File: config.mk
export PLATFORM = sky130hd
export DESIGN_NAME = instr_decoder
export DESIGN_NICKNAME = d
export VERILOG_FILES = /design/src/verilog/decoder_pkg.sv /design/src/verilog/cycle_phase_gen.sv /design/src/verilog/instr_decoder.sv
export SDC_FILE = /design/constraint.sdc
export NUM_CORES = 1
export LEC_CHECK = 0
export BUFFER_PORTS_ARGS = -buffer_cell sky130_fd_sc_hd__buf_2
export CORE_ASPECT_RATIO = 1.75
export CORE_MARGIN = 3
export CORE_UTILIZATION = 50
export CTS_CLUSTER_DIAMETER = 200
export DETAILED_ROUTE_END_ITERATION = 10
export PLACE_DENSITY = 0.8
export SLEW_MARGIN = 0
export SYNTH_ARGS = -nofsm -noshare
export SYNTH_HDL_FRONTEND = slang
export SYNTH_SLANG_ARGS = --single-unit
File: constraint.sdc
create_clock -name clk_sys_in -period 3.4 [get_ports clk_sys_in]
set_input_delay 0.51 -clock clk_sys_in [delete_from_list [all_inputs] [get_ports clk_sys_in]]
set_output_delay 0.51 -clock clk_sys_in [all_outputs]
set_load 0.01 [all_outputs]
File: src/verilog/decoder_pkg.sv
// Shared constants, opcode patterns and types of the 14-bit instruction decoder.
// Assumes one system clock; the instruction cycle is a divided enable.
package decoder_pkg;

  localparam int CYCLE_OSC_PERIODS = 4;
  localparam int PC_W              = 13;
  localparam int WORD_W            = 14;
  localparam int FILE_W            = 7;
  localparam int BIT_W             = 3;
  localparam int LIT_W             = 8;
  localparam int TGT_W             = 11;
  localparam int FILE_LSB          = 0;
  localparam int DEST_POS          = 7;
  localparam int BIT_LSB           = 7;
  localparam int LIT_LSB           = 0;
  localparam int TGT_LSB           = 0;

  localparam logic [6:0] TIMER_FILE_DEF = 7'h01;
  localparam logic [6:0] PORT_FIRST_DEF = 7'h05;
  localparam logic [6:0] PORT_LAST_DEF  = 7'h09;

  localparam logic [13:0] PAT_NO_OPERATION      = 14'b00_0000_0??0_0000;
  localparam logic [13:0] PAT_SUBROUTINE_RETURN = 14'b00_0000_0000_1000;
  localparam logic [13:0] PAT_INTERRUPT_RETURN  = 14'b00_0000_0000_1001;
  localparam logic [13:0] PAT_WATCHDOG_KICK     = 14'b00_0000_0110_0100;
  localparam logic [13:0] PAT_STANDBY_ENTER     = 14'b00_0000_0110_0011;
  localparam logic [13:0] PAT_MOVE_W_TO_FILE    = 14'b00_0000_1???_????;
  localparam logic [13:0] PAT_CLEAR_W           = 14'b00_0001_0???_????;
  localparam logic [13:0] PAT_CLEAR_FILE        = 14'b00_0001_1???_????;
  localparam logic [13:0] PAT_SUB_W_FROM_FILE   = 14'b00_0010_????_????;
  localparam logic [13:0] PAT_DECREMENT         = 14'b00_0011_????_????;
  localparam logic [13:0] PAT_OR_W_FILE         = 14'b00_0100_????_????;
  localparam logic [13:0] PAT_AND_W_FILE        = 14'b00_0101_????_????;
  localparam logic [13:0] PAT_XOR_W_FILE        = 14'b00_0110_????_????;
  localparam logic [13:0] PAT_ADD_W_TO_FILE     = 14'b00_0111_????_????;
  localparam logic [13:0] PAT_MOVE_FILE         = 14'b00_1000_????_????;
  localparam logic [13:0] PAT_COMPLEMENT        = 14'b00_1001_????_????;
  localparam logic [13:0] PAT_INCREMENT         = 14'b00_1010_????_????;
  localparam logic [13:0] PAT_DECREMENT_SKIP    = 14'b00_1011_????_????;
  localparam logic [13:0] PAT_ROTATE_RIGHT      = 14'b00_1100_????_????;
  localparam logic [13:0] PAT_ROTATE_LEFT       = 14'b00_1101_????_????;
  localparam logic [13:0] PAT_SWAP_NIBBLES      = 14'b00_1110_????_????;
  localparam logic [13:0] PAT_INCREMENT_SKIP    = 14'b00_1111_????_????;
  localparam logic [13:0] PAT_BIT_CLEAR         = 14'b01_00??_????_????;
  localparam logic [13:0] PAT_BIT_SET           = 14'b01_01??_????_????;
  localparam logic [13:0] PAT_TEST_SKIP_CLEAR   = 14'b01_10??_????_????;
  localparam logic [13:0] PAT_TEST_SKIP_SET     = 14'b01_11??_????_????;
  localparam logic [13:0] PAT_CALL_SUB          = 14'b10_0???_????_????;
  localparam logic [13:0] PAT_JUMP_ABSOLUTE     = 14'b10_1???_????_????;
  localparam logic [13:0] PAT_LOAD_LITERAL      = 14'b11_00??_????_????;
  localparam logic [13:0] PAT_RETURN_LITERAL    = 14'b11_01??_????_????;
  localparam logic [13:0] PAT_OR_LITERAL        = 14'b11_1000_????_????;
  localparam logic [13:0] PAT_AND_LITERAL       = 14'b11_1001_????_????;
  localparam logic [13:0] PAT_XOR_LITERAL       = 14'b11_1010_????_????;
  localparam logic [13:0] PAT_LITERAL_MINUS_W   = 14'b11_110?_????_????;
  localparam logic [13:0] PAT_ADD_LITERAL       = 14'b11_111?_????_????;

  typedef enum logic [5:0] {
    OP_NO_OPERATION, OP_MOVE_W_TO_FILE, OP_CLEAR_W, OP_CLEAR_FILE, OP_SUB_W_FROM_FILE,
    OP_DECREMENT, OP_OR_W_FILE, OP_AND_W_FILE, OP_XOR_W_FILE, OP_ADD_W_TO_FILE,
    OP_MOVE_FILE, OP_COMPLEMENT, OP_INCREMENT, OP_DECREMENT_SKIP_ZERO,
    OP_ROTATE_RIGHT_CARRY, OP_ROTATE_LEFT_CARRY, OP_SWAP_NIBBLES, OP_INCREMENT_SKIP_ZERO,
    OP_BIT_CLEAR, OP_BIT_SET, OP_TEST_SKIP_IF_CLEAR, OP_TEST_SKIP_IF_SET,
    OP_CALL_SUB, OP_JUMP_ABSOLUTE, OP_SUBROUTINE_RETURN, OP_INTERRUPT_RETURN,
    OP_RETURN_WITH_LITERAL, OP_LOAD_LITERAL, OP_OR_LITERAL, OP_AND_LITERAL,
    OP_XOR_LITERAL, OP_LITERAL_MINUS_W, OP_ADD_LITERAL, OP_WATCHDOG_KICK,
    OP_STANDBY_ENTER
  } op_e;

  typedef enum logic [1:0] {
    SKIP_NONE, SKIP_ON_ZERO, SKIP_ON_CLEAR, SKIP_ON_SET
  } skip_e;

endpackage

File: src/verilog/cycle_phase_gen.sv
// Instruction-cycle enable generator: one pulse every PERIODS oscillator clocks.
// Assumes the system clock is the core oscillator.
`timescale 1ns/1ps
module cycle_phase_gen
  import decoder_pkg::*;
#(
  parameter int PERIODS = CYCLE_OSC_PERIODS
) (
  input  wire logic clk_sys_in,
  input  wire logic sys_rst_in,
  output logic      cycle_en_out
);

  localparam int CW = (PERIODS > 2) ? $clog2(PERIODS) : 1;
  localparam logic [CW-1:0] LAST = CW'(PERIODS - 1);

  logic [CW-1:0] phase_r;

  generate
    if (PERIODS < 2) begin : g_bad
      $error("PERIODS must be at least 2");
    end
  endgenerate

  always_ff @(posedge clk_sys_in or posedge sys_rst_in) begin
    if (sys_rst_in) begin
      phase_r <= '0;
    end else if (phase_r == LAST) begin
      phase_r <= '0;
    end else begin
      phase_r <= phase_r + 1'b1;
    end
  end

  always_ff @(posedge clk_sys_in or posedge sys_rst_in) begin
    if (sys_rst_in) begin
      cycle_en_out <= 1'b0;
    end else begin
      cycle_en_out <= (phase_r == CW'(PERIODS - 2));
    end
  end

endmodule

File: src/verilog/instr_decoder.sv
// Decoder for 14-bit instruction words into operation, operands and cycle control.
// Assumes program memory and datapath run on clk_sys_in; no inputs need synchronising.
`timescale 1ns/1ps
module instr_decoder
  import decoder_pkg::*;
#(
  parameter int         PERIODS     = CYCLE_OSC_PERIODS,
  parameter logic [6:0] TIMER_FILE  = TIMER_FILE_DEF,
  parameter logic [6:0] PORT_FIRST  = PORT_FIRST_DEF,
  parameter logic [6:0] PORT_LAST   = PORT_LAST_DEF
) (
  input  wire logic              clk_sys_in,
  input  wire logic              sys_rst_in,
  input  wire logic [WORD_W-1:0] instr_word_in,
  input  wire logic              instr_valid_in,
  input  wire logic [PC_W-1:0]   pc_in,
  input  wire logic              result_zero_in,
  input  wire logic              tested_bit_in,
  input  wire logic              prescaler_on_timer_in,
  output logic                   issue_out,
  output logic                   nop_slot_out,
  output op_e                    op_out,
  output logic [FILE_W-1:0]      file_addr_out,
  output logic                   dest_file_out,
  output logic [BIT_W-1:0]       bit_sel_out,
  output logic [7:0]             bit_mask_out,
  output logic [LIT_W-1:0]       literal_out,
  output logic [TGT_W-1:0]       target_out,
  output logic                   upd_carry_out,
  output logic                   upd_half_carry_flag_out,
  output logic                   upd_zero_out,
  output logic                   upd_expiry_sleep_out,
  output logic                   skip_test_out,
  output logic                   two_cycle_out,
  output logic                   pc_load_out,
  output logic                   stack_push_out,
  output logic                   stack_pop_out,
  output logic [PC_W-1:0]        push_pc_out,
  output logic                   watchdog_kick_out,
  output logic                   standby_out,
  output logic                   read_pins_out,
  output logic                   prescaler_clear_out
);

  generate
    if (PORT_FIRST > PORT_LAST) begin : g_bad_port
      $error("PORT_FIRST must not exceed PORT_LAST");
    end
  endgenerate

  logic  cycle_en;
  logic  flush_r;
  skip_e skip_r;
  logic  kill_c;
  logic  take_c;

  op_e   dec_op;
  logic  dec_c;
  logic  dec_dc;
  logic  dec_z;
  logic  dec_tp;
  logic  dec_two;
  logic  dec_jump;
  logic  dec_push;
  logic  dec_pop;
  logic  dec_wr_file;
  logic  dec_rmw;
  skip_e dec_skip;
  logic  dec_dest;
  logic  port_hit;
  logic  timer_hit;

  logic [FILE_W-1:0] f_field;
  logic [BIT_W-1:0]  b_field;
  logic [7:0]        mask_c;

  cycle_phase_gen #(
    .PERIODS (PERIODS)
  ) u_phase (
    .clk_sys_in   (clk_sys_in),
    .sys_rst_in   (sys_rst_in),
    .cycle_en_out (cycle_en)
  );

  assign f_field   = instr_word_in[FILE_LSB +: FILE_W];
  assign b_field   = instr_word_in[BIT_LSB +: BIT_W];
  assign port_hit  = (f_field >= PORT_FIRST) && (f_field <= PORT_LAST);
  assign timer_hit = (f_field == TIMER_FILE);

  genvar gi;
  generate
    for (gi = 0; gi < 8; gi++) begin : g_mask
      assign mask_c[gi] = (b_field == BIT_W'(gi));
    end
  endgenerate

  always_comb begin
    dec_op      = OP_NO_OPERATION;
    dec_c       = 1'b0;
    dec_dc      = 1'b0;
    dec_z       = 1'b0;
    dec_tp      = 1'b0;
    dec_jump    = 1'b0;
    dec_push    = 1'b0;
    dec_pop     = 1'b0;
    dec_rmw     = 1'b0;
    dec_skip    = SKIP_NONE;
    dec_dest    = instr_word_in[DEST_POS];
    dec_wr_file = 1'b0;
    casez (instr_word_in)
      PAT_NO_OPERATION: begin
        dec_op = OP_NO_OPERATION;
      end
      PAT_SUBROUTINE_RETURN: begin
        dec_op  = OP_SUBROUTINE_RETURN;
        dec_pop = 1'b1;
      end
      PAT_INTERRUPT_RETURN: begin
        dec_op  = OP_INTERRUPT_RETURN;
        dec_pop = 1'b1;
      end
      PAT_WATCHDOG_KICK: begin
        dec_op = OP_WATCHDOG_KICK;
        dec_tp = 1'b1;
      end
      PAT_STANDBY_ENTER: begin
        dec_op = OP_STANDBY_ENTER;
        dec_tp = 1'b1;
      end
      PAT_MOVE_W_TO_FILE: begin
        dec_op      = OP_MOVE_W_TO_FILE;
        dec_wr_file = 1'b1;
      end
      PAT_CLEAR_W: begin
        dec_op = OP_CLEAR_W;
        dec_z  = 1'b1;
      end
      PAT_CLEAR_FILE: begin
        dec_op      = OP_CLEAR_FILE;
        dec_z       = 1'b1;
        dec_wr_file = 1'b1;
      end
      PAT_SUB_W_FROM_FILE: begin
        dec_op = OP_SUB_W_FROM_FILE;
        {dec_c, dec_dc, dec_z} = 3'h7;
        dec_rmw = 1'b1;
      end
      PAT_ADD_W_TO_FILE: begin
        dec_op = OP_ADD_W_TO_FILE;
        {dec_c, dec_dc, dec_z} = 3'h7;
        dec_rmw = 1'b1;
      end
      PAT_OR_W_FILE: begin
        dec_op  = OP_OR_W_FILE;
        dec_z   = 1'b1;
        dec_rmw = 1'b1;
      end
      PAT_AND_W_FILE: begin
        dec_op  = OP_AND_W_FILE;
        dec_z   = 1'b1;
        dec_rmw = 1'b1;
      end
      PAT_XOR_W_FILE: begin
        dec_op  = OP_XOR_W_FILE;
        dec_z   = 1'b1;
        dec_rmw = 1'b1;
      end
      PAT_ROTATE_LEFT: begin
        dec_op  = OP_ROTATE_LEFT_CARRY;
        dec_c   = 1'b1;
        dec_rmw = 1'b1;
      end
      PAT_ROTATE_RIGHT: begin
        dec_op  = OP_ROTATE_RIGHT_CARRY;
        dec_c   = 1'b1;
        dec_rmw = 1'b1;
      end
      PAT_DECREMENT_SKIP: begin
        dec_op   = OP_DECREMENT_SKIP_ZERO;
        dec_skip = SKIP_ON_ZERO;
        dec_rmw  = 1'b1;
      end
      PAT_INCREMENT_SKIP: begin
        dec_op   = OP_INCREMENT_SKIP_ZERO;
        dec_skip = SKIP_ON_ZERO;
        dec_rmw  = 1'b1;
      end
      PAT_DECREMENT: begin
        dec_op  = OP_DECREMENT;
        dec_z   = 1'b1;
        dec_rmw = 1'b1;
      end
      PAT_INCREMENT: begin
        dec_op  = OP_INCREMENT;
        dec_z   = 1'b1;
        dec_rmw = 1'b1;
      end
      PAT_MOVE_FILE: begin
        dec_op  = OP_MOVE_FILE;
        dec_z   = 1'b1;
        dec_rmw = 1'b1;
      end
      PAT_COMPLEMENT: begin
        dec_op  = OP_COMPLEMENT;
        dec_z   = 1'b1;
        dec_rmw = 1'b1;
      end
      PAT_SWAP_NIBBLES: begin
        dec_op  = OP_SWAP_NIBBLES;
        dec_rmw = 1'b1;
      end
      PAT_BIT_CLEAR: begin
        dec_op      = OP_BIT_CLEAR;
        dec_wr_file = 1'b1;
      end
      PAT_BIT_SET: begin
        dec_op      = OP_BIT_SET;
        dec_wr_file = 1'b1;
      end
      PAT_TEST_SKIP_CLEAR: begin
        dec_op   = OP_TEST_SKIP_IF_CLEAR;
        dec_skip = SKIP_ON_CLEAR;
      end
      PAT_TEST_SKIP_SET: begin
        dec_op   = OP_TEST_SKIP_IF_SET;
        dec_skip = SKIP_ON_SET;
      end
      PAT_CALL_SUB: begin
        dec_op   = OP_CALL_SUB;
        dec_jump = 1'b1;
        dec_push = 1'b1;
      end
      PAT_JUMP_ABSOLUTE: begin
        dec_op   = OP_JUMP_ABSOLUTE;
        dec_jump = 1'b1;
      end
      PAT_LOAD_LITERAL: begin
        dec_op = OP_LOAD_LITERAL;
      end
      PAT_RETURN_LITERAL: begin
        dec_op  = OP_RETURN_WITH_LITERAL;
        dec_pop = 1'b1;
      end
      PAT_OR_LITERAL: begin
        dec_op = OP_OR_LITERAL;
        dec_z  = 1'b1;
      end
      PAT_AND_LITERAL: begin
        dec_op = OP_AND_LITERAL;
        dec_z  = 1'b1;
      end
      PAT_XOR_LITERAL: begin
        dec_op = OP_XOR_LITERAL;
        dec_z  = 1'b1;
      end
      PAT_LITERAL_MINUS_W: begin
        dec_op = OP_LITERAL_MINUS_W;
        {dec_c, dec_dc, dec_z} = 3'h7;
      end
      PAT_ADD_LITERAL: begin
        dec_op = OP_ADD_LITERAL;
        {dec_c, dec_dc, dec_z} = 3'h7;
      end
      default: begin
        dec_op = OP_NO_OPERATION;
      end
    endcase
    if (dec_rmw) begin
      dec_wr_file = dec_dest;
    end else begin
      dec_dest = dec_wr_file;
    end
    dec_two = dec_jump | dec_pop;
  end

  // A slot is killed when the previous instruction changed the counter or its test came true.
  always_comb begin
    unique case (skip_r)
      SKIP_NONE:     kill_c = flush_r;
      SKIP_ON_ZERO:  kill_c = flush_r | result_zero_in;
      SKIP_ON_CLEAR: kill_c = flush_r | ~tested_bit_in;
      SKIP_ON_SET:   kill_c = flush_r | tested_bit_in;
    endcase
  end

  assign take_c = cycle_en & ~kill_c & instr_valid_in;

  always_ff @(posedge clk_sys_in or posedge sys_rst_in) begin
    if (sys_rst_in) begin
      flush_r <= 1'b0;
      skip_r  <= SKIP_NONE;
    end else if (cycle_en) begin
      flush_r <= take_c & dec_two;
      skip_r  <= take_c ? dec_skip : SKIP_NONE;
    end
  end

  always_ff @(posedge clk_sys_in or posedge sys_rst_in) begin
    if (sys_rst_in) begin
      issue_out    <= 1'b0;
      nop_slot_out <= 1'b0;
    end else begin
      issue_out    <= cycle_en;
      nop_slot_out <= cycle_en & kill_c;
    end
  end

  always_ff @(posedge clk_sys_in or posedge sys_rst_in) begin
    if (sys_rst_in) begin
      op_out                  <= OP_NO_OPERATION;
      file_addr_out           <= '0;
      dest_file_out           <= 1'b0;
      bit_sel_out             <= '0;
      bit_mask_out            <= '0;
      literal_out             <= '0;
      target_out              <= '0;
      upd_carry_out           <= 1'b0;
      upd_half_carry_flag_out <= 1'b0;
      upd_zero_out            <= 1'b0;
      upd_expiry_sleep_out    <= 1'b0;
      skip_test_out           <= 1'b0;
      two_cycle_out           <= 1'b0;
    end else if (cycle_en) begin
      op_out                  <= take_c ? dec_op : OP_NO_OPERATION;
      file_addr_out           <= f_field;
      dest_file_out           <= take_c & dec_dest;
      bit_sel_out             <= b_field;
      bit_mask_out            <= mask_c;
      literal_out             <= instr_word_in[LIT_LSB +: LIT_W];
      target_out              <= instr_word_in[TGT_LSB +: TGT_W];
      upd_carry_out           <= take_c & dec_c;
      upd_half_carry_flag_out <= take_c & dec_dc;
      upd_zero_out            <= take_c & dec_z;
      upd_expiry_sleep_out    <= take_c & dec_tp;
      skip_test_out           <= take_c & (dec_skip != SKIP_NONE);
      two_cycle_out           <= take_c & dec_two;
    end
  end

  always_ff @(posedge clk_sys_in or posedge sys_rst_in) begin
    if (sys_rst_in) begin
      pc_load_out    <= 1'b0;
      stack_push_out <= 1'b0;
      stack_pop_out  <= 1'b0;
      push_pc_out    <= '0;
    end else begin
      pc_load_out    <= take_c & dec_jump;
      stack_push_out <= take_c & dec_push;
      stack_pop_out  <= take_c & dec_pop;
      if (take_c & dec_push) begin
        push_pc_out <= pc_in + 1'b1;
      end
    end
  end

  always_ff @(posedge clk_sys_in or posedge sys_rst_in) begin
    if (sys_rst_in) begin
      watchdog_kick_out   <= 1'b0;
      standby_out         <= 1'b0;
      read_pins_out       <= 1'b0;
      prescaler_clear_out <= 1'b0;
    end else begin
      watchdog_kick_out   <= take_c & (dec_op == OP_WATCHDOG_KICK);
      standby_out         <= take_c & (dec_op == OP_STANDBY_ENTER);
      read_pins_out       <= take_c & dec_rmw & dec_wr_file & port_hit;
      prescaler_clear_out <= take_c & dec_wr_file & timer_hit & prescaler_on_timer_in;
    end
  end

endmodule
# Yosys cells after proc, flatten, opt, wreduce, memory -nomap -nowiden
# Cells that the tools add are included.
# W data, S select, Z words.
dict set report totals {
  elab_cells 134
  latch_bits 0
  memories 0
  ramBits 0
  reg_bits 77
  romBits 0
}
dict set report classes {
  reduce_logical 13
  n_div 0
  addsub 2
  eq_ne 49
  order_cmp 2
  n_shift 0
  bitwise 26
  muxes 16
  n_mul 0
}
# op count
set op_table {}
lappend op_table {{$pmux W6 S34} 1}
lappend op_table {{$eq A6 B4 Y1 const B} 8}
lappend op_table {{$eq A6 B6 Y1 const B} 5}
lappend op_table {{$eq A14 B4 Y1 const B} 2}
lappend op_table {{$eq A14 B7 Y1 const B} 2}
lappend op_table {{$eq A6 B3 Y1 const B} 4}
lappend op_table {{$and A1 B1 Y1} 20}
lappend op_table {{$eq A3 B3 Y1 const B} 6}
lappend op_table {{$eq A4 B3 Y1 const B} 4}
lappend op_table {{$reduce_or A16 Y1} 1}
lappend op_table {{$eq A7 B1 Y1 const B} 2}
lappend op_table {{$eq A7 B2 Y1 const B} 2}
lappend op_table {{$reduce_or A14 Y1} 1}
lappend op_table {{$add A13 B1 Y13 const B} 1}
lappend op_table {{$eq A6 B2 Y1 const B} 2}
lappend op_table {{$eq A5 B5 Y1 const B} 2}
lappend op_table {{$mux W1} 10}
lappend op_table {{$eq A2 B2 Y1 const B} 4}
lappend op_table {{$eq A4 B4 Y1 const B} 2}
lappend op_table {{$reduce_or A4 Y1} 2}
lappend op_table {{$ge A7 B3 Y1 const B} 1}
lappend op_table {{$le A7 B4 Y1 const B} 1}
lappend op_table {{$eq A3 B2 Y1 const B} 2}
lappend op_table {{$mux W6} 1}
lappend op_table {{15 further kinds} 22}

# Depth between registers and ports, before layout
# Gate-level depths: netlist (run 1).
dict set report logic_depth {
  word_depth 9
  ltp_mapped 7
  ltp_nobuf 6
}

# Modules after synthesis
# Synthesis (run 1) repeated with hierarchy kept, for this count alone.
dict set report hier_totals {
  cells_unflattened 308
  hier_area_um2 3129.3
}
# module area_per_inst_um2 n_inst cells_each
set by_module_without_submodules {}
lappend by_module_without_submodules {instr_decoder 3014.1 1 299}
lappend by_module_without_submodules {cycle_phase_gen 115.1 1 9}

# Least setup slack after synthesis (run 1)
# No wires, ideal clock.
dict set report synth_path {
  path_type {in2reg}
  startpoint {input result_zero_in}
  endpoint {register push_pc_out[1]}
  setup_ps 125
  path_slack_ps 1153
  n_path_buf 1
  t_arrival_ps 2122
  cell_stages 5
  path_cell_list {mux2_4 > a2111o_1 > or4b_1 > buf_2 > mux2_4}
}
dict set report synth_between {
  elab_chain_cells 6
}
# item line
set synth_lines {}
lappend synth_lines {{start: declaration} instr_decoder.sv:17} ;# input wire logic result_zero_in,
lappend synth_lines {{$or A1 B1 Y1} instr_decoder.sv:280} ;# SKIP_ON_ZERO: kill_c = flush_r | result_zero_in;
lappend synth_lines {{$pmux W1 S4} instr_decoder.sv:278} ;# unique case (skip_r)
lappend synth_lines {{$not A1 Y1} instr_decoder.sv:286} ;# assign take_c = cycle_en & ~kill_c & instr_valid_in;
lappend synth_lines {{$and A1 B1 Y1 (2 in a row)} instr_decoder.sv:286}
lappend synth_lines {{$and A1 B1 Y1} instr_decoder.sv:350} ;# if (take_c & dec_push) begin
lappend synth_lines {{end signal: assignment} instr_decoder.sv:351} ;# push_pc_out <= pc_in + 1'b1;
lappend synth_lines {{end: declaration} instr_decoder.sv:38} ;# output logic [PC_W-1:0] push_pc_out,
# Every way passes these cells.
# A chain may end at the register's enable or synchronous reset.

# Worst setup path after layout (run 1)
dict set report layout_path {
  startpoint {register skip_r[1]}
  endpoint {register push_pc_out[7]}
}
dict set report layout_between {
  elab_chain_cells 6
  word_cells_on_any_way 9
  cone_classes {eq/ne: 3; mux: 1; bitwise: 4; reduce/logical: 1}
}
# item line
set layout_lines {}
lappend layout_lines {{start: declaration} instr_decoder.sv:53} ;# skip_e skip_r;
lappend layout_lines {{start signal: assignment} instr_decoder.sv:294} ;# skip_r <= take_c ? dec_skip : SKIP_NONE;
lappend layout_lines {{$eq A2 B2 Y1 (tied with other cells)} instr_decoder.sv:278}
lappend layout_lines {{$pmux W1 S4 *} instr_decoder.sv:278}
lappend layout_lines {{$not A1 Y1 *} instr_decoder.sv:286}
lappend layout_lines {{$and A1 B1 Y1 * (2 in a row)} instr_decoder.sv:286}
lappend layout_lines {{$and A1 B1 Y1 *} instr_decoder.sv:350}
# Every way passes the cells marked *; elsewhere a longest branch is shown, timed or not.

==> key figures, run 1 <==
Status
  – Outcome: complete, no violations

STA
  – Worst-margin pin slew: 0.893 ns
  – Worst Clk Skew: about 0.0075 ns
  – Final hold vios: 0
  – Min Tclk post-route: 2.60 ns
  – Sum of negative setup slack: 0 ns
  – Slew margin rel.: between 40% and 50%
  – RSZ-0062 raised after global routing: false
  – Crit share post-route: 76.4%
  – Fmax achieved: roughly 390 MHz
  – Max-slew violation count: 0
  – Final setup viols: 0

Place
  – Placer Congestion: about 0.85
  – Post-detail-place hpwl: roughly 5200 um
  – I/O Buffers: about 100

Run
  – Maximum capacitance violations: 0

Layout
  – Area grow syn2layout: 20.2%
  – Area of the multi-input gates: 1240 um^2
  – FILL cells: 502
  – Layout net count: between 400 and 500
  – Final Util: 63.3%
  – Layout cell share with drive strength beyond 1: 35.9%
  – # diodes: 0
  – Sequential cell area: 1480 um^2

Floorplan
  – Die footprint: between 6000 and 7000 um^2
  – Io pins: around 110
  – Initial Utilization: approximately 53%
  – Die width: approximately 64 um
  – Row count: 36
  – Vert. Die Dim: about 110 um
  – Core area: 5680 um^2

Clocking
  – CTS clock-pin slew for the worst setup and hold paths: 0.06 ns
  – TritonCTS Buffers: 9
  – Post-cts sizing count: 0
  – TritonCTS clock tree: yes
  – Clk Latency, worst-skew pair: approximately 0.33 ns
  – Clock net sink count: between 50 and 60
  – # hold bufs at CTS: 0
  – CTS Buffer Depth: 2
  – H-tree depth: 3
  – Postcts setup bufs: 0
  – CTS root buffer: clkbuf_8

Synthesis
  – Synth Net Count: about 340
  – Syn avg cell area: a little under 10 um^2
  – Post-synth cell types: a little over 50
  – Yosys warnings: 0
  – Cell Area, Synth: between 2000 and 3000 um^2
  – Async S/R FF share, synth: 100%
  – Sequential share of the synthesized area: just under 50%
  – Cell count after synthesis: slightly above 300
  – Dominant synthesized flop cell: dfrtp_1
  – Synthesis-stage register bit count: 59
  – EDFF count, synth: 0

Drt
  – Drt first pass iters: 4
  – Vias per inst: 5.42
  – Residual DRC count: 0
  – Detail Route Antenna Nets: 0
  – Detailed-route via count: around 2,500
  – Avg WL per Cell: 14.8 um
  – Routed WL: 6830 um
  – First DRT Iteration DRCs: about 110

Setup path
  – Type of destination of the critical path: flip-flop
  – Worst Path Class, Setup: reg -> reg
  – CP startpoint: skip_r[1]
  – Worst R2R Path Depth: 6
  – Worst reg2reg startpoint: skip_r[1]
  – Worst setup SP type: flip-flop
  – Crit-path max FO: 16
  – Required @ worst endpoint: around 3.6 ns
  – Worst Path Arrival: roughly 2.8 ns

Power
  – Pwr/cell area: roughly 450 nW/um^2
  – Max VDD drop: approximately 0.27 mV
  – Power consumption: approximately 0.0016 W
  – Static leakage: about 1.8 nW

GRT
  – Number of global-route vias before repair: around 2,400
  – Global-route wire length before repair: around 11,000 um
  – Global route overflow: 0
  – GRT Total Usage: 20.8%
  – Initial antenna violation count: 0
  – Largest net degree at the start of global routing: 45

Hold path
  – Hold WC Path Type: in -> async
[cell families after synthesis]
family / synth area share, %
AND/OR/NAND/NOR: 16.3
AO/OA/AOI/OAI: 16.0
flip-flops: 49.4
buffers and inverters: 9.20
XOR/XNOR: 3.51
multiplexers: 4.39
adder cells (fa/ha/maj): 1.26
[critical path, stage by stage (launching register included)]
cell,delay (ns)
dfrtp_1,0.41
mux2_4,0.31
a2111o_1,0.61
or4b_1,0.73
buf_4,0.27
nand2_1,0.08
o21ai_1,0.07
[registers in the layout, summed over array words and instances (netlist names), 2 cells and up]
register and cells:
push_pc_out 13, skip_r 2, op_out 6, u_phase.phase_r 2, target_out 2, bit_sel_out 2, file_addr_out 6, bit_mask_out 8
[where the power goes]
| part | internal (W) | total, W | switching, W |
|---|---|---|---|
| sequential | 0.000744 | 0.000767 | 0.0000234 |
| clock | 0.000348 | 0.000603 | 0.000255 |
| combinational | 0.000101 | 0.000237 | 0.000136 |
| total | 0.00119 | 0.00161 | 0.000415 |
[cell usage in the layout, fill, tap and decap left out, types with 4 or more instances in the layout]
master     count
or2_2          4
xnor2_1        9
nand4_1        5
nor2b_1        4
buf_4          4
inv_1         12
a21oi_1       12
dfrtp_1       59
nand2_1       28
o21ai_1       12
nor2_1        22
o2bb2ai_1     14
mux2_2         9
buf_2        104
nor3b_1        4
clkbuf_8      10
nand3_1        8
o21ai_0        7
nor3_1         7
[through the flow]
step | area [um^2] | cells | hold WS [ns] | setup slack, ns
CTS | 3590 | 463 | 0.380 | 0.787
global route | 3590 | 463 | 0.389 | 0.693
finish | 3590 | 463 | 0.375 | 0.803
floorplan | 2990 | 302 | 0.372 | 1.15
detailed placement | 3410 | 449 | 0.444 | 0.607
global placement | 3410 | 449 | 0.435 | 0.711
[final timing paths]
check	slack [ns]	endpoint
min	0.37	bit_sel_out[0]
min in group clk_sys_in	0.39	push_pc_out[0]
max reg2reg	0.80	push_pc_out[7]
max in group asynchronous	2.29	read_pins_out
min reg2reg	0.45	u_phase.phase_r[0]
max	0.80	push_pc_out[7]
[Yosys cell counts, drive strengths merged, types with 2 or more instances]
master | count | area [um^2]
nand2 | 28 | 105
xnor2 | 9 | 78.8
nand4b | 2 | 17.5
a21oi | 12 | 60.1
o21ai | 19 | 95.1
inv | 14 | 52.6
a32o | 3 | 30.0
ha | 3 | 37.5
nand2b | 2 | 12.5
or2 | 4 | 25.0
nand4 | 5 | 31.3
and2 | 2 | 12.5
o22ai | 3 | 18.8
dfrtp | 59 | 1480
clkbuf | 15 | 56.3
nor2 | 22 | 82.6
o32ai | 2 | 17.5
mux2 | 11 | 131
nor3b | 4 | 30.0
a211oi | 2 | 15.0
and3 | 3 | 18.8
o2bb2ai | 14 | 123
buf | 22 | 166
o21bai | 3 | 22.5
xor2 | 3 | 26.3
nor2b | 4 | 25.0
nor3 | 7 | 35.0
nand3 | 8 | 40.0
[metal layers]
| layer | track usage [%] | vias to the layer above | share of wire (%) |
|---|---|---|---|
| met5 | 0 | - | 0 |
| met4 | 9.83 | 0 | 2.3 |
| met3 | 6.03 | 11 | 7.2 |
| met2 | 36.3 | 102 | 53 |
| met1 | 22.9 | 1185 | 37 |
| li1 | - | 1211 | - |
[final cells by class]
class | count | share of cell area, %
clock inverters | 3 | 1.11
repair buffers | 108 | 15.3
well taps | 76 | 2.65
clock buffers | 11 | 3.93
inverters | 14 | 1.46
multi-input cells | 192 | 34.5
flip-flops and latches | 59 | 41.1
(Power assumes the default switching activity.)
==> run 2: changes to the inputs <==
Clock period 3.4 ns to 2.5 ns, I/O delays scaled along.
==> run 2 against run 1 <==
Net effect: highest routed layer unchanged; maximum frequency increased by 17%; count of clock-buffer cells in the layout unchanged; combinational power rose by 36%; critical path depth unchanged.
==> key figures, run 2 (same netlist as run 1, synthesis figures left out) <==
Status
  – Outcome: complete, no violations

Clocking
  – CTS root buffer: clkbuf_8
  – Clk Latency, worst-skew pair: about 0.34 ns
  – Clock net sink count: around 60
  – CTS clock-pin slew for the worst setup and hold paths: about 0.07 ns
  – TritonCTS Buffers: 9
  – Post-cts sizing count: 0
  – TritonCTS clock tree: yes
  – H-tree depth: 3
  – Postcts setup bufs: 0
  – # hold bufs at CTS: 0
  – CTS Buffer Depth: 2

Place
  – Placed Cells: approximately 450
  – I/O Buffers: roughly 100
  – Placer Congestion: between 0.9 and 1
  – Post-detail-place hpwl: 5300 um

Layout
  – Area grow syn2layout: 23.0%
  – Largest Register: push_pc_out
  – Post-route insts no fill: approximately 470
  – Max reg flops: 13
  – Layout cell share with drive strength beyond 1: approximately 37%
  – Commonest non-fill, non-tap cell in the layout: buf_2
  – Layout net count: ~420
  – Most frequent cells in the layout: buf_2 (104), dfrtp_1 (59), nand2_1 (28)
  – Biggest regs: push_pc_out x13, bit_mask_out x8
  – FILL cells: around 500
  – # diodes: 0

Drt
  – Drt first pass iters: 4
  – Vias per inst: ~5.3
  – Residual DRC count: 0
  – Detailed-route via count: between 2,000 and 2,500
  – Avg WL per Cell: roughly 15 um
  – Routed WL: between 6000 and 7000 um
  – First DRT Iteration DRCs: roughly 130
  – Detail Route Antenna Nets: 0

GRT
  – GRT Total Usage: a little over a fifth
  – Global route overflow: 0
  – Number of global-route vias before repair: roughly 2,400
  – Largest net degree at the start of global routing: 38
  – Global-route wire length before repair: between 10,000 and 15,000 um
  – Initial antenna violation count: 0

Setup path
  – Worst reg2reg startpoint: skip_r[1]
  – Worst Path Arrival: between 2 and 2.5 ns
  – Worst Path Class, Setup: reg -> reg
  – Worst setup SP type: flip-flop
  – Required @ worst endpoint: 2.71 ns
  – Crit-path max FO: 12
  – Type of destination of the critical path: flip-flop
  – CP startpoint: skip_r[1]

Power
  – Switch share: a little under a quarter
  – Psw: 0.000573 W
  – Pwr/cell area: 655 nW/um^2
  – Clock share of power: approximately 43%
  – Gate power share: 13.4%
  – Max VDD drop: 0.353 mV
  – Total internal power: 0.00184 W
  – Static leakage: 1.83 nW
  – Sequential share of power: a little over two fifths

STA
  – Crit share post-route: slightly below 90%
  – WHS: 0.0647 ns
  – Final setup viols: 0
  – Slew margin rel.: around 60%
  – Final hold vios: 0
  – Min Tclk post-route: between 2 and 2.5 ns
  – RSZ-0062 raised after global routing: false
  – Sum of negative setup slack: 0 ns
  – Max-slew violation count: 0
  – Fmax achieved: roughly 450 MHz
  – Worst-margin pin slew: 0.597 ns
  – Worst Clk Skew: 0.00995 ns

Floorplan
  – Row count: 36
  – Io pins: 105
  – Die width: 64.5 um
  – Initial Utilization: 52.7%
  – Core area: between 5000 and 6000 um^2
  – Vert. Die Dim: 108 um
  – Die footprint: between 6000 and 7000 um^2

Run
  – Maximum capacitance violations: 0

Hold path
  – Hold WC Path Type: in -> async
run 2: worst paths after layout:
kind | cells past startpoint | slack, ns | end
max | 6 | 0.28 | push_pc_out[10]
min | 3 | 0.06 | push_pc_out[5]
max reg2reg | 6 | 0.28 | push_pc_out[10]
min reg2reg | 1 | 0.46 | u_phase.phase_r[0]
max in group asynchronous | 3 | 2.04 | file_addr_out[2]
min in group clk_sys_in | 2 | 0.25 | push_pc_out[0]
run 2: layout make-up:
cell class | instances | area [um^2] | share of cell area [%]
clock inverter | 5 | 100 | 2.72
clock buffer | 11 | 141 | 3.84
multi-input combinational | 192 | 1240 | 33.7
tap | 76 | 95.1 | 2.59
timing repair buffer | 111 | 573 | 15.6
inverter | 14 | 52.6 | 1.43
sequential | 59 | 1480 | 40.1
run 2: worst max-delay path: stages (launching register included):
cell and delay [ns]:
dfrtp_1 0.41, mux2_4 0.31, a2111o_1 0.43, or4b_1 0.60, buf_4 0.23, nand2_1 0.06, o21ai_1 0.06
run 2: power groups by stage:
| stage | Combinational (W) | Clock (W) | Sequential, W |
|---|---|---|---|
| after floorplan | 0.000173 | 0 | 0.00109 |
| after detailed placement | 0.000328 | 0 | 0.00106 |
| final | 0.000323 | 0.00104 | 0.00104 |
| after global placement | 0.000319 | 0 | 0.00106 |
| after CTS | 0.000328 | 0.00106 | 0.00105 |
| after global routing | 0.000359 | 0.00111 | 0.00105 |
run 2: per-stage QoR:
stage	worst slack (ns)	util (%)	instance area [um^2]	power, W
after global routing	0.180	64.8	3680	0.00253
final	0.275	64.8	3680	0.00241
after detailed placement	0.235	60.5	3440	0.00139
after CTS	0.270	64.8	3680	0.00244
after global placement	0.295	60.5	3440	0.00138
after floorplan	0.344	-	2990	0.00126
run 2: routing by layer:
| layer | vias to the layer above | track usage [%] | part of all wire, % |
|---|---|---|---|
| li1 | 1222 | - | - |
| met1 | 1140 | 24.3 | 39 |
| met2 | 112 | 35.5 | 52 |
| met3 | 13 | 6.86 | 6.6 |
| met4 | 0 | 9.38 | 2.3 |
| met5 | - | 0 | 0 |
